## config.mk

```make
export PLATFORM = sky130hd
export DESIGN_NAME = pcg_clock_ctrl
export DESIGN_NICKNAME = d
export VERILOG_FILES = /design/src/design/pcg_pkg.sv /design/src/design/pcg_clock_ctrl.sv
export SDC_FILE = /design/constraint.sdc
export NUM_CORES = 1
export LEC_CHECK = 0
export BUFFER_PORTS_ARGS = -buffer_cell sky130_fd_sc_hd__clkbuf_2
export CORE_ASPECT_RATIO = 0.8
export CORE_MARGIN = 2
export CORE_UTILIZATION = 53
export DETAILED_ROUTE_END_ITERATION = 10
export PLACE_DENSITY = 0.87
export RECOVER_POWER = 50
export SETUP_SLACK_MARGIN = 0.5
export SLEW_MARGIN = 20
export SYNTH_ARGS = -nofsm -noshare
export SYNTH_HDL_FRONTEND = slang
export SYNTH_SLANG_ARGS = --single-unit
```

## constraint.sdc

```tcl
create_clock -name clk -period 3.25 [get_ports clk]
set_input_delay 0.8125 -clock clk [delete_from_list [all_inputs] [get_ports clk]]
set_output_delay 0.8125 -clock clk [all_outputs]
set_load 0.1 [all_outputs]
```

## src/design/pcg_pkg.sv

```systemverilog
// Constants for the loop clock generator control block.
// Assumes an APB master with 32-bit data and byte addresses.
package pcg_pkg;
  // --------------------------------------------------------------------
  // Register map (byte addresses)
  // --------------------------------------------------------------------
  localparam logic [3:0] PCG_PLL_CONTROL_ADDR    = 4'h0;
  localparam logic [3:0] PCG_LOOP_BANDWIDTH_ADDR = 4'h4;
  localparam logic [3:0] PCG_LOOP_MULT_ADDR      = 4'h8;
  // --------------------------------------------------------------------
  // Field positions
  // --------------------------------------------------------------------
  localparam int PCG_CTL_IRQ_EN_BIT  = 7;
  localparam int PCG_CTL_FLAG_BIT    = 6;
  localparam int PCG_CTL_PWR_BIT     = 5;
  localparam int PCG_CTL_SRC_BIT     = 4;
  localparam int PCG_BW_AUTO_BIT     = 7;
  localparam int PCG_BW_LOCK_BIT     = 6;
  localparam int PCG_BW_TRACK_BIT    = 5;
  localparam int PCG_BW_XLOSS_BIT    = 4;
  // --------------------------------------------------------------------
  // Reset values, fixed read values and the switch edge count
  // --------------------------------------------------------------------
  localparam logic [3:0] PCG_MULT_RESET   = 4'h6;
  localparam logic [3:0] PCG_RANGE_RESET  = 4'h6;
  localparam logic [3:0] PCG_UNUSED_READ  = 4'hf;
  localparam logic [3:0] PCG_ZERO_NIB     = 4'h0;
  localparam logic [3:0] PCG_ONE_NIB      = 4'h1;
  localparam logic [1:0] PCG_SWITCH_CYCLES = 2'h3;
  // Switch sequencer states, one bit changing per step except SWAP back to RUN
  typedef enum logic [1:0] {
    PCG_RUN   = 2'b00,
    PCG_HOLD  = 2'b01,
    PCG_SWAP  = 2'b11
  } pcg_sw_state_t;
endpackage

```

## src/design/pcg_clock_ctrl.sv

```systemverilog
// Loop clock generator control: three 8-bit registers on APB, source switch,
// lock flag and interrupt. Assumes crystal and VCO clock levels arrive as
// inputs synchronous to clk, and that the analog loop supplies lock/track.
//
// Decided for this implementation: the register offsets and the APB register port.
`timescale 1ns/1ps
module pcg_clock_ctrl
  import pcg_pkg::*;
#(
  parameter int XLOSS_TIMEOUT = 64
) (
  // Clock and reset
  input  wire logic        clk,
  input  wire logic        srst,
  // APB slave
  input  wire logic        psel,
  input  wire logic        penable,
  input  wire logic        pwrite,
  input  wire logic [3:0]  paddr,
  input  wire logic [31:0] pwdata,
  output logic      [31:0] prdata,
  output logic             pready,
  output logic             pslverr,
  // System side
  input  wire logic        oscillator_enable_in,
  input  wire logic        stop_mode,
  input  wire logic        crystal_clock,
  input  wire logic        vco_clock,
  input  wire logic        loop_locked,
  input  wire logic        loop_tracking,
  output logic             osc_run,
  output logic             loop_run,
  output logic             base_clock_out,
  output logic             lock_interrupt_out,
  output logic [3:0]       feedback_divide,
  output logic [3:0]       range_setting,
  output logic             track_force
);
  import pcg_pkg::*;

  // ----------------------------------------------------------------------
  // Bus decode
  // ----------------------------------------------------------------------
  logic acc, wr, rd, sel_ctl, sel_bw, sel_mul;
  assign acc     = psel && penable;
  assign wr      = acc && pwrite;
  assign rd      = acc && !pwrite;
  assign sel_ctl = (paddr == PCG_PLL_CONTROL_ADDR);
  assign sel_bw  = (paddr == PCG_LOOP_BANDWIDTH_ADDR);
  assign sel_mul = (paddr == PCG_LOOP_MULT_ADDR);
  assign pready  = 1'b1;
  assign pslverr = acc && !(sel_ctl || sel_bw || sel_mul);

  // ----------------------------------------------------------------------
  // Control and bandwidth state
  // ----------------------------------------------------------------------
  logic       irq_en_q, flag_q, pwr_q, src_q, auto_q, track_q;
  logic       lock_q, xloss_q;
  logic [3:0] mult_q, range_q;
  logic [7:0] wd;
  logic       lock_vis, lock_vis_prev_q;
  assign wd       = pwdata[7:0];
  assign lock_vis = auto_q && loop_locked;

  always_ff @(posedge clk) begin
    if (srst) begin
      auto_q  <= 1'b0;
      track_q <= 1'b0;
    end else if (wr && sel_bw) begin
      auto_q <= wd[PCG_BW_AUTO_BIT];
      if (!auto_q) begin
        track_q <= wd[PCG_BW_TRACK_BIT];
      end
    end
  end

  always_ff @(posedge clk) begin
    if (srst) begin
      irq_en_q <= 1'b0;
    end else if (!auto_q) begin
      irq_en_q <= 1'b0;
    end else if (wr && sel_ctl) begin
      irq_en_q <= wd[PCG_CTL_IRQ_EN_BIT];
    end
  end

  // Power-on and source select interlock
  always_ff @(posedge clk) begin
    if (srst) begin
      pwr_q <= 1'b1;
      src_q <= 1'b0;
    end else begin
      if (wr && sel_ctl) begin
        // Power and source never flip against each other in one write
        if (!wd[PCG_CTL_PWR_BIT] && !wd[PCG_CTL_SRC_BIT] && !src_q) begin
          pwr_q <= 1'b0;
        end else if (wd[PCG_CTL_PWR_BIT]) begin
          pwr_q <= 1'b1;
        end
        if (wd[PCG_CTL_SRC_BIT] && pwr_q && range_q != PCG_ZERO_NIB) begin
          src_q <= 1'b1;
        end else if (!wd[PCG_CTL_SRC_BIT]) begin
          src_q <= 1'b0;
        end
      end
      if (stop_mode || range_q == PCG_ZERO_NIB) begin
        src_q <= 1'b0;
      end
    end
  end

  // Multiplier and range fields
  always_ff @(posedge clk) begin
    if (srst) begin
      mult_q  <= PCG_MULT_RESET;
      range_q <= PCG_RANGE_RESET;
    end else if (wr && sel_mul && !pwr_q) begin
      mult_q  <= wd[7:4];
      range_q <= wd[3:0];
    end
  end

  // Lock indicator and lock-change flag; set wins over read clear
  always_ff @(posedge clk) begin
    if (srst) begin
      lock_q          <= 1'b0;
      lock_vis_prev_q <= 1'b0;
      flag_q          <= 1'b0;
    end else begin
      lock_q          <= lock_vis;
      lock_vis_prev_q <= lock_vis;
      if (auto_q && lock_vis != lock_vis_prev_q) begin
        flag_q <= 1'b1;
      end else if (rd && sel_ctl) begin
        flag_q <= 1'b0;
      end else if (!auto_q) begin
        flag_q <= 1'b0;
      end
    end
  end

  // ----------------------------------------------------------------------
  // Crystal loss detection: crystal edges restart a timeout
  // ----------------------------------------------------------------------
  logic        xtal_prev_q;
  logic [15:0] xcnt_q;
  always_ff @(posedge clk) begin
    if (srst) begin
      xtal_prev_q <= 1'b0;
      xcnt_q      <= 16'h0000;
      xloss_q     <= 1'b0;
    end else begin
      xtal_prev_q <= crystal_clock;
      if (!src_q) begin
        xcnt_q  <= 16'h0000;
        xloss_q <= 1'b0;
      end else if (crystal_clock != xtal_prev_q) begin
        xcnt_q <= 16'h0000;
        if (wr && sel_bw && wd[PCG_BW_XLOSS_BIT]) begin
          xloss_q <= 1'b1;
        end else begin
          xloss_q <= 1'b0;
        end
      end else begin
        if (wr && sel_bw && wd[PCG_BW_XLOSS_BIT]) begin
          xloss_q <= 1'b1;
        end else if (xcnt_q >= 16'(XLOSS_TIMEOUT)) begin
          xloss_q <= 1'b1;
        end
        if (xcnt_q < 16'(XLOSS_TIMEOUT)) begin
          xcnt_q <= xcnt_q + 16'h0001;
        end
      end
    end
  end

  // ----------------------------------------------------------------------
  // Source switch: hold output, count edges of both clocks, then swap
  // ----------------------------------------------------------------------
  pcg_sw_state_t sw_q;
  logic       cur_src_q, vco_prev_q, xr_prev_q, div_q;
  logic [1:0] xe_q, ve_q;
  logic       xr_rise, vr_rise, src_clk;
  assign xr_rise = crystal_clock && !xr_prev_q;
  assign vr_rise = vco_clock && !vco_prev_q;
  assign src_clk = cur_src_q ? vco_clock : crystal_clock;

  always_ff @(posedge clk) begin
    if (srst) begin
      sw_q       <= PCG_RUN;
      cur_src_q  <= 1'b0;
      xe_q       <= 2'h0;
      ve_q       <= 2'h0;
      xr_prev_q  <= 1'b0;
      vco_prev_q <= 1'b0;
    end else begin
      xr_prev_q  <= crystal_clock;
      vco_prev_q <= vco_clock;
      unique case (sw_q)
        PCG_RUN: begin
          xe_q <= 2'h0;
          ve_q <= 2'h0;
          if (src_q != cur_src_q) begin
            sw_q <= PCG_HOLD;
          end
        end
        PCG_HOLD: begin
          if (xr_rise && xe_q < PCG_SWITCH_CYCLES) begin
            xe_q <= xe_q + 2'h1;
          end
          if ((vr_rise || !loop_run) && ve_q < PCG_SWITCH_CYCLES) begin
            ve_q <= ve_q + 2'h1;
          end
          if (xe_q == PCG_SWITCH_CYCLES && ve_q == PCG_SWITCH_CYCLES) begin
            sw_q <= PCG_SWAP;
          end
        end
        PCG_SWAP: begin
          cur_src_q <= src_q;
          sw_q      <= PCG_RUN;
        end
        default: sw_q <= PCG_RUN;
      endcase
    end
  end

  // Halve the selected source on its rising edges; frozen while switching
  logic src_prev_q;
  always_ff @(posedge clk) begin
    if (srst || stop_mode) begin
      src_prev_q <= 1'b0;
      div_q      <= 1'b0;
    end else begin
      src_prev_q <= src_clk;
      if (sw_q == PCG_RUN && src_clk && !src_prev_q) begin
        div_q <= !div_q;
      end
    end
  end

  // ----------------------------------------------------------------------
  // Outputs
  // ----------------------------------------------------------------------
  logic [7:0] rd_ctl, rd_bw, rd_mul;
  always_comb begin
    rd_ctl = {irq_en_q && auto_q, flag_q && auto_q, pwr_q, src_q,
              PCG_UNUSED_READ};
    rd_bw  = {auto_q, lock_q && auto_q,
              auto_q ? loop_tracking : track_q,
              xloss_q && src_q, PCG_ZERO_NIB};
    rd_mul = {mult_q, range_q};
  end

  always_ff @(posedge clk) begin
    if (srst) begin
      prdata <= 32'h0000_0000;
    end else if (psel && !penable && !pwrite) begin
      prdata <= 32'h0000_0000;
      if (paddr == PCG_PLL_CONTROL_ADDR) begin
        prdata[7:0] <= rd_ctl;
      end else if (paddr == PCG_LOOP_BANDWIDTH_ADDR) begin
        prdata[7:0] <= rd_bw;
      end else if (paddr == PCG_LOOP_MULT_ADDR) begin
        prdata[7:0] <= rd_mul;
      end
    end
  end

  always_ff @(posedge clk) begin
    if (srst) begin
      osc_run            <= 1'b0;
      loop_run           <= 1'b0;
      lock_interrupt_out <= 1'b0;
      feedback_divide    <= PCG_ONE_NIB;
      range_setting      <= PCG_RANGE_RESET;
      track_force        <= 1'b0;
      base_clock_out     <= 1'b0;
    end else begin
      osc_run  <= oscillator_enable_in;
      loop_run <= oscillator_enable_in && pwr_q && range_q != PCG_ZERO_NIB;
      lock_interrupt_out <= flag_q && irq_en_q && auto_q && !stop_mode;
      feedback_divide <= (mult_q == PCG_ZERO_NIB) ? PCG_ONE_NIB : mult_q;
      range_setting   <= range_q;
      track_force     <= auto_q ? loop_tracking : track_q;
      base_clock_out  <= div_q && !stop_mode;
    end
  end

  // ----------------------------------------------------------------------
  // Checks
  // ----------------------------------------------------------------------
  pwr_keep_a: assert property (@(posedge clk) disable iff (srst)
    src_q |-> pwr_q) else $error("power off while vco selected");
  src_guard_a: assert property (@(posedge clk) disable iff (srst)
    (!pwr_q && !src_q) |=> !src_q) else $error("source set with loop off");
  mult_hold_a: assert property (@(posedge clk) disable iff (srst)
    pwr_q |=> $stable(mult_q)) else $error("multiplier changed while on");
  irq_level_a: assert property (@(posedge clk) disable iff (srst)
    (flag_q && irq_en_q && auto_q && !stop_mode) |=> lock_interrupt_out)
    else $error("interrupt not raised");
  flag_clear_a: assert property (@(posedge clk) disable iff (srst)
    (rd && sel_ctl && !(auto_q && lock_vis != lock_vis_prev_q)) |=> !flag_q)
    else $error("flag survived read");
  flag_set_a: assert property (@(posedge clk) disable iff (srst)
    (auto_q && $changed(lock_vis)) |=> flag_q) else $error("flag not set");
  irqen_manual_a: assert property (@(posedge clk) disable iff (srst)
    !auto_q |=> !irq_en_q) else $error("enable held in manual");
  div_zero_a: assert property (@(posedge clk) disable iff (srst)
    (mult_q == PCG_ZERO_NIB) |=> feedback_divide == PCG_ONE_NIB)
    else $error("zero multiplier not one");
  // Stop may zero the divider mid-switch; that is a forced low, not a glitch
  hold_still_a: assert property (@(posedge clk) disable iff (srst)
    (sw_q == PCG_HOLD && !stop_mode) |=> $stable(div_q))
    else $error("output moved in switch");
  xloss_off_a: assert property (@(posedge clk) disable iff (srst)
    !src_q |=> !xloss_q) else $error("loss kept without vco");

  // Field protection, interlocks and output copies
  src_range_a: assert property (@(posedge clk) disable iff (srst)
    (range_q == PCG_ZERO_NIB) |=> !src_q) else $error("source kept at zero range");
  range_hold_a: assert property (@(posedge clk) disable iff (srst)
    pwr_q |=> $stable(range_q)) else $error("range changed while on");
  loop_gate_a: assert property (@(posedge clk) disable iff (srst)
    !pwr_q |=> !loop_run) else $error("loop run while off");
  osc_follow_a: assert property (@(posedge clk) disable iff (srst)
    1'b1 |=> (osc_run == $past(oscillator_enable_in))) else $error("oscillator run lags");
  fb_copy_a: assert property (@(posedge clk) disable iff (srst)
    (mult_q != PCG_ZERO_NIB) |=> (feedback_divide == $past(mult_q)))
    else $error("multiplier not passed on");

  // Lock flag, bandwidth mode and interrupt
  irqen_write_a: assert property (@(posedge clk) disable iff (srst)
    (auto_q && wr && sel_ctl) |=> (irq_en_q == $past(wd[PCG_CTL_IRQ_EN_BIT])))
    else $error("enable write lost");
  flag_manual_a: assert property (@(posedge clk) disable iff (srst)
    !auto_q |=> !flag_q) else $error("flag kept in manual");
  lock_manual_a: assert property (@(posedge clk) disable iff (srst)
    !auto_q |=> !lock_q) else $error("lock shown in manual");
  track_keep_a: assert property (@(posedge clk) disable iff (srst)
    auto_q |=> $stable(track_q)) else $error("manual track value lost");
  track_out_a: assert property (@(posedge clk) disable iff (srst)
    !auto_q |=> (track_force == $past(track_q))) else $error("track not forced");
  irq_off_a: assert property (@(posedge clk) disable iff (srst)
    !irq_en_q |=> !lock_interrupt_out) else $error("interrupt while disabled");
  xloss_write_a: assert property (@(posedge clk) disable iff (srst)
    (src_q && wr && sel_bw && wd[PCG_BW_XLOSS_BIT]) |=> xloss_q)
    else $error("loss write ignored");

  // Clock path and stop
  div_track_a: assert property (@(posedge clk) disable iff (srst)
    (sw_q == PCG_RUN && !stop_mode && src_clk && !src_prev_q) |=> $changed(div_q))
    else $error("divider missed an edge");
  swap_done_a: assert property (@(posedge clk) disable iff (srst)
    (sw_q == PCG_SWAP) |=> (cur_src_q == $past(src_q))) else $error("swap took wrong source");
  src_stop_a: assert property (@(posedge clk) disable iff (srst)
    stop_mode |=> !src_q) else $error("source kept in stop");
  out_stop_a: assert property (@(posedge clk) disable iff (srst)
    stop_mode |=> (!base_clock_out && !lock_interrupt_out)) else $error("output high in stop");
endmodule // pcg_clock_ctrl

```

## After elaboration in Yosys (flattened, before gate mapping)

Index checks and enable logic that the tools add are counted.
Widths: inputs -> output; s select.

| word-level totals | value |
|---|---|
| ROM bits | 0 |
| latch bits | 0 |
| output and inout bits | 47 |
| memories kept | 0 |
| register bits | 64 |
| memory bits (writable) | 0 |

| operators by class | value |
|---|---|
| multiplexer cells | 23 |
| add/sub/neg operators | 3 |
| reduce and logical (&&, ||, !) cells | 72 |
| divide/modulo/power cells | 0 |
| multiply operators | 0 |
| bitwise operators | 2 |
| shift operators | 0 |
| equal/unequal tests | 15 |
| order comparisons | 4 |

Operator list:

| kind | count |
|---|---|
| $logic_and 1x1->1 | 35 |
| $mux 8 | 3 |
| $add 16x1->16 const B | 1 |
| $ge 16x7->1 const B | 1 |
| $lt 16x7->1 const B | 1 |
| $logic_not 1->1 | 13 |
| $mux 1 | 13 |
| $logic_not 4->1 | 3 |
| $pmux 2 s2 | 3 |
| $reduce_and 2->1 | 6 |
| $mux 2 | 4 |
| $ne 2x2->1 const B | 4 |
| $reduce_or 2->1 | 4 |
| $eq 2x2->1 const B | 3 |
| $logic_or 1x1->1 | 5 |
| $add 2x1->2 const B | 2 |
| $eq 4x3->1 const B | 1 |
| $eq 4x4->1 const B | 1 |
| $lt 2x2->1 const B | 2 |
| $reduce_bool 2->1 | 2 |
| $reduce_bool 4->1 | 1 |
| $ne 1x1->1 | 3 |
| $ne 3x1->1 const B | 1 |
| $reduce_bool 3->1 | 1 |
| 5 further kinds | 6 |

## Logic depth before layout (Yosys ltp)

| depth | value |
|---|---|
| depth after elaboration | 6 |
| mapped depth | 6 |
| depth with buffers taken out | 6 |

## Least setup slack after synthesis

OpenSTA, ideal clock, no wires.

| timing | value |
|---|---|
| path type | input-to-output |
| start | input port paddr[3] |
| end | output port pslverr |
| path slack | -658 ps |
| arrival time | 3095 ps |
| required time | 2438 ps |
| cell stages on the path | 3 |
| path buffers | 1 |
| cell sequence | buf_2 -> nor3_1 -> nor3_1 |

| on the way | value |
|---|---|
| longest elaborated chain between the ends | 5 |
| elaborated cells between the ends (all ways) | 7 |
| classes of those cells | eq/ne: 2; reduce/logical: 5 |

Ends and longest elaborated chain:

| item | RTL line | RTL |
|---|---|---|
| start: declaration | pcg_clock_ctrl.sv:19 | `input wire logic [3:0] paddr,` |
| $eq 4x3->1 or $logic_not 4->1 (tied branches) | pcg_clock_ctrl.sv:49, pcg_clock_ctrl.sv:48 |  |
| $logic_or 1x1->1 | pcg_clock_ctrl.sv:52 | `assign pslverr = acc && !(sel_ctl \|\| sel_bw \|\| sel_mul);` |
| $logic_or 1x1->1 (*) | pcg_clock_ctrl.sv:52 |  |
| $logic_not 1->1 (*) | pcg_clock_ctrl.sv:52 |  |
| $logic_and 1x1->1 (*) | pcg_clock_ctrl.sv:52 |  |
| end: declaration | pcg_clock_ctrl.sv:23 | `output logic pslverr,` |

Every way passes the cells marked *; elsewhere a longest branch is shown, timed or not.

## Worst setup path after layout

Ends and elaborated chain as after synthesis.

==> results.yml <==
logic_synthesis:
  seq_area_frac_synth_pct: 46.8
  synthCells: 298
  synth_enable_flop_cells: 0
  syn_area_um2: 2740
  synth_ff_type: "dfxtp_1"
  syn-mean-instance-area_um2: 9.18
  synth_seq_cells: 64
  yosys.cell_types.count: 48
  synth_warnings: 0
  synthArstFlopShare_pct: 0
grt:
  track_usage_pct: 20.6
  grt_pass1_vias: 1972
  grt_overflow_total: 0
  grt_max_degree: 44
  antenna_found_initial: 0
  grt_pass1_wl_um: 9030
route:
  drtIter0Drc: 154
  ant_nets: 0
  num_vias: 2149
  wirelength_um: 5550
  wl_per_cell_um: 13.6
  firstDrtPassIters: 4
  avgViaCountPerCell: 5.25
  drc: 0
worst_setup_path:
  cp_slowest_stage_delay_ns: 0.47
  crit_required_ns: 2.44
  crit_top_cell: "clkbuf_2"
  worstPathArrival_ns: 1.82
  crit_type: "in -> out"
  worst-path-max-fanout: 11
  crit_family: "buffers and inverters"
  worstSetupStartpointType: "input pin"
  crit_chain: "clkbuf_2 > nor3_1 > buf_4 > nor3_4 > clkbuf_2"
  critPathCaptureType: "output pin"
  slowest_stage: "clkbuf_2"
  cp.buffers_inverters: 3
cells_and_area:
  multi_input_area_um2: 1270
  ff_latch_area_um2: 1280
  syn2layout_area_growth_pct: 15.5
  instances_no_fill: 409
  fill_cells: 444
  final_core_util_pct: 63.5
  drive_above_1_share_pct: 21.0
  n_antenna_cell: 0
  num-nets-final: 394
clock_network:
  postCtsSetupBuffers: 0
  cts_max_level: 3
  clk_latency_ns: 0.34
  cts-root-buf: "clkbuf_8"
  cts_sinks: 64
  clockBufferDepth: 2
  cts_tree: "done"
  ctsHoldBuffers: 0
  clkTransAtPathRegs_ns: 0.06
  cts_inserted_buffers: 9
  post_cts_resized: 0
hold_path:
  hold_class: "reg -> reg"
timing:
  fin_skew_ns: 0.00560
  hold_viol: 0
  rsz0062_at_grt: "no"
  tightest_slew_ns: 1.84
  fin_crit_sh_pct: 81.1
  worst_slack_ns: 0.615
  slew_headroom_pct: -22.5
  min_period_ns: 2.64
  finalMaxSlewViolations: 44
  fin_tns_setup_ns: 0
  max_freq_ghz: 0.379
  setup-violations-final: 0
die:
  num_rows: 23
  die_h_um: 68.3
  io_pins: 94
  coreArea_um2: 4980
  start_util_pct: 55.0
  dieWidth_um: 84.3
  die-area_um2: 5760
placed_design:
  dp_slack_ns: 0.618
  dp_cells: 393
  io_buffers: 44
  place.gp.congestion: 0.916
  hpwlAfterDp_um: 3920
run_status:
  status: "complete, but fails checks"
  violations: "capacitance limit, slew limit"
pwr:
  powerDensity_nw_per_um2: 615
  peakVddDrop_v: 0.000414
  leakagePower_nw: 1.31
job:
  maxCapViolCount: 1
==> metal layers <==
layer  track usage, %  vias to the layer above  wire (um)
li1                 -                     1065          -
met1             26.0                     1006       2520
met2             32.4                       71       2640
met3             8.56                        7        355
met4             6.75                        0         35
met5                0                        -          0
==> through the flow <==
stage / cell area [um^2] / power, mW / hold slack [ns]
global placement: 2900 / 1.06 / 0.443
detailed placement: 2900 / 1.06 / 0.450
global route: 3160 / 2.01 / 0.489
finish: 3160 / 1.94 / 0.461
floorplan: 2830 / 1.05 / 0.428
CTS: 3170 / 1.96 / 0.466
==> flip-flops by register name (all words and copies together) (netlist names), 2 cells and up <==
name and flops:
xcnt_q 16, prdata 8, feedback_divide 4, mult_q 4
range_q 4, range_setting 4, sw_q 2, ve_q 2
xe_q 2
==> Yosys cell counts (5+ instances only) <==
library cell	instances	area, um^2
or3_1	5	31.3
ha_1	5	62.6
o21ai_0	9	45.0
nor3_1	14	70.1
dfxtp_1	64	1280
inv_1	7	26.3
clkbuf_1	8	30.0
and3_1	10	62.6
buf_4	25	188
nor4_1	6	37.5
a21oi_1	16	80.1
nor2b_1	13	81.3
nand2b_1	9	56.3
mux2i_1	10	100
nand3_1	9	45.0
nand2_1	22	82.6
nor2_1	21	78.8
==> area by class of cell <==
type,count,area share (%)
Clock buffer,11,4.47
Clock inverter,5,4.04
Inverter,7,0.831
Multi-Input combinational cell,213,40.1
Sequential cell,64,40.5
Tap cell,62,2.45
Timing Repair Buffer,47,7.52
==> worst min-delay path, stage by stage, from the launching register on <==
cell and delay, ns:
dfxtp_1 0.32, nand2_1 0.05, a21oi_1 0.05
==> where the power goes <==
part	internal, mW	total, mW	leakage [nW]	switching (mW)
combinational	0.0299	0.245	0.662	0.215
sequential	0.793	0.796	0.519	0.00387
clock	0.608	0.904	0.130	0.296
==> cells by family (layout without fill, tap and decap cells) <==
kind of cell / count (synthesis) / after routing / synth area share [%]
other: 2 / 25 / 0.274
adders and majority gates: 5 / 5 / 2.29
AOI/OAI and AO/OA: 41 / 41 / 9.51
buffers and inverters: 44 / 70 / 10.4
xor gates and xnor gates: 4 / 4 / 1.28
DFF: 64 / 64 / 46.8
and+or+nand+nor: 127 / 127 / 25.4
muxes: 11 / 11 / 4.07
==> cells in the final DEF, fill, tap and decap left out, types with 5 or more instances in the layout <==
cell type / n
a21oi_1: 16
and3_1: 10
clkbuf_2: 43
clkbuf_8: 10
conb_1: 25
dfxtp_1: 64
ha_1: 5
inv_1: 7
mux2i_1: 10
nand2_1: 22
nand2b_1: 9
nand3_1: 9
nor2_1: 21
nor2b_1: 13
nor3_1: 13
nor4_1: 6
o21ai_0: 9
or3_1: 5
==> worst paths after layout <==
check / start / end / slack [ns] / cells past startpoint
setup / recovery: paddr[3] / pslverr / 0.61 / 5
hold / removal: prdata[6]$_SDFFE_PP0P_ / prdata[6]$_SDFFE_PP0P_ / 0.46 / 2
setup reg to reg: xcnt_q[12]$_SDFFE_PP0N_ / xcnt_q[2]$_SDFFE_PP0N_ / 1.62 / 4
hold reg to reg: prdata[6]$_SDFFE_PP0P_ / prdata[6]$_SDFFE_PP0P_ / 0.46 / 2
(Power assumes the default switching activity.)
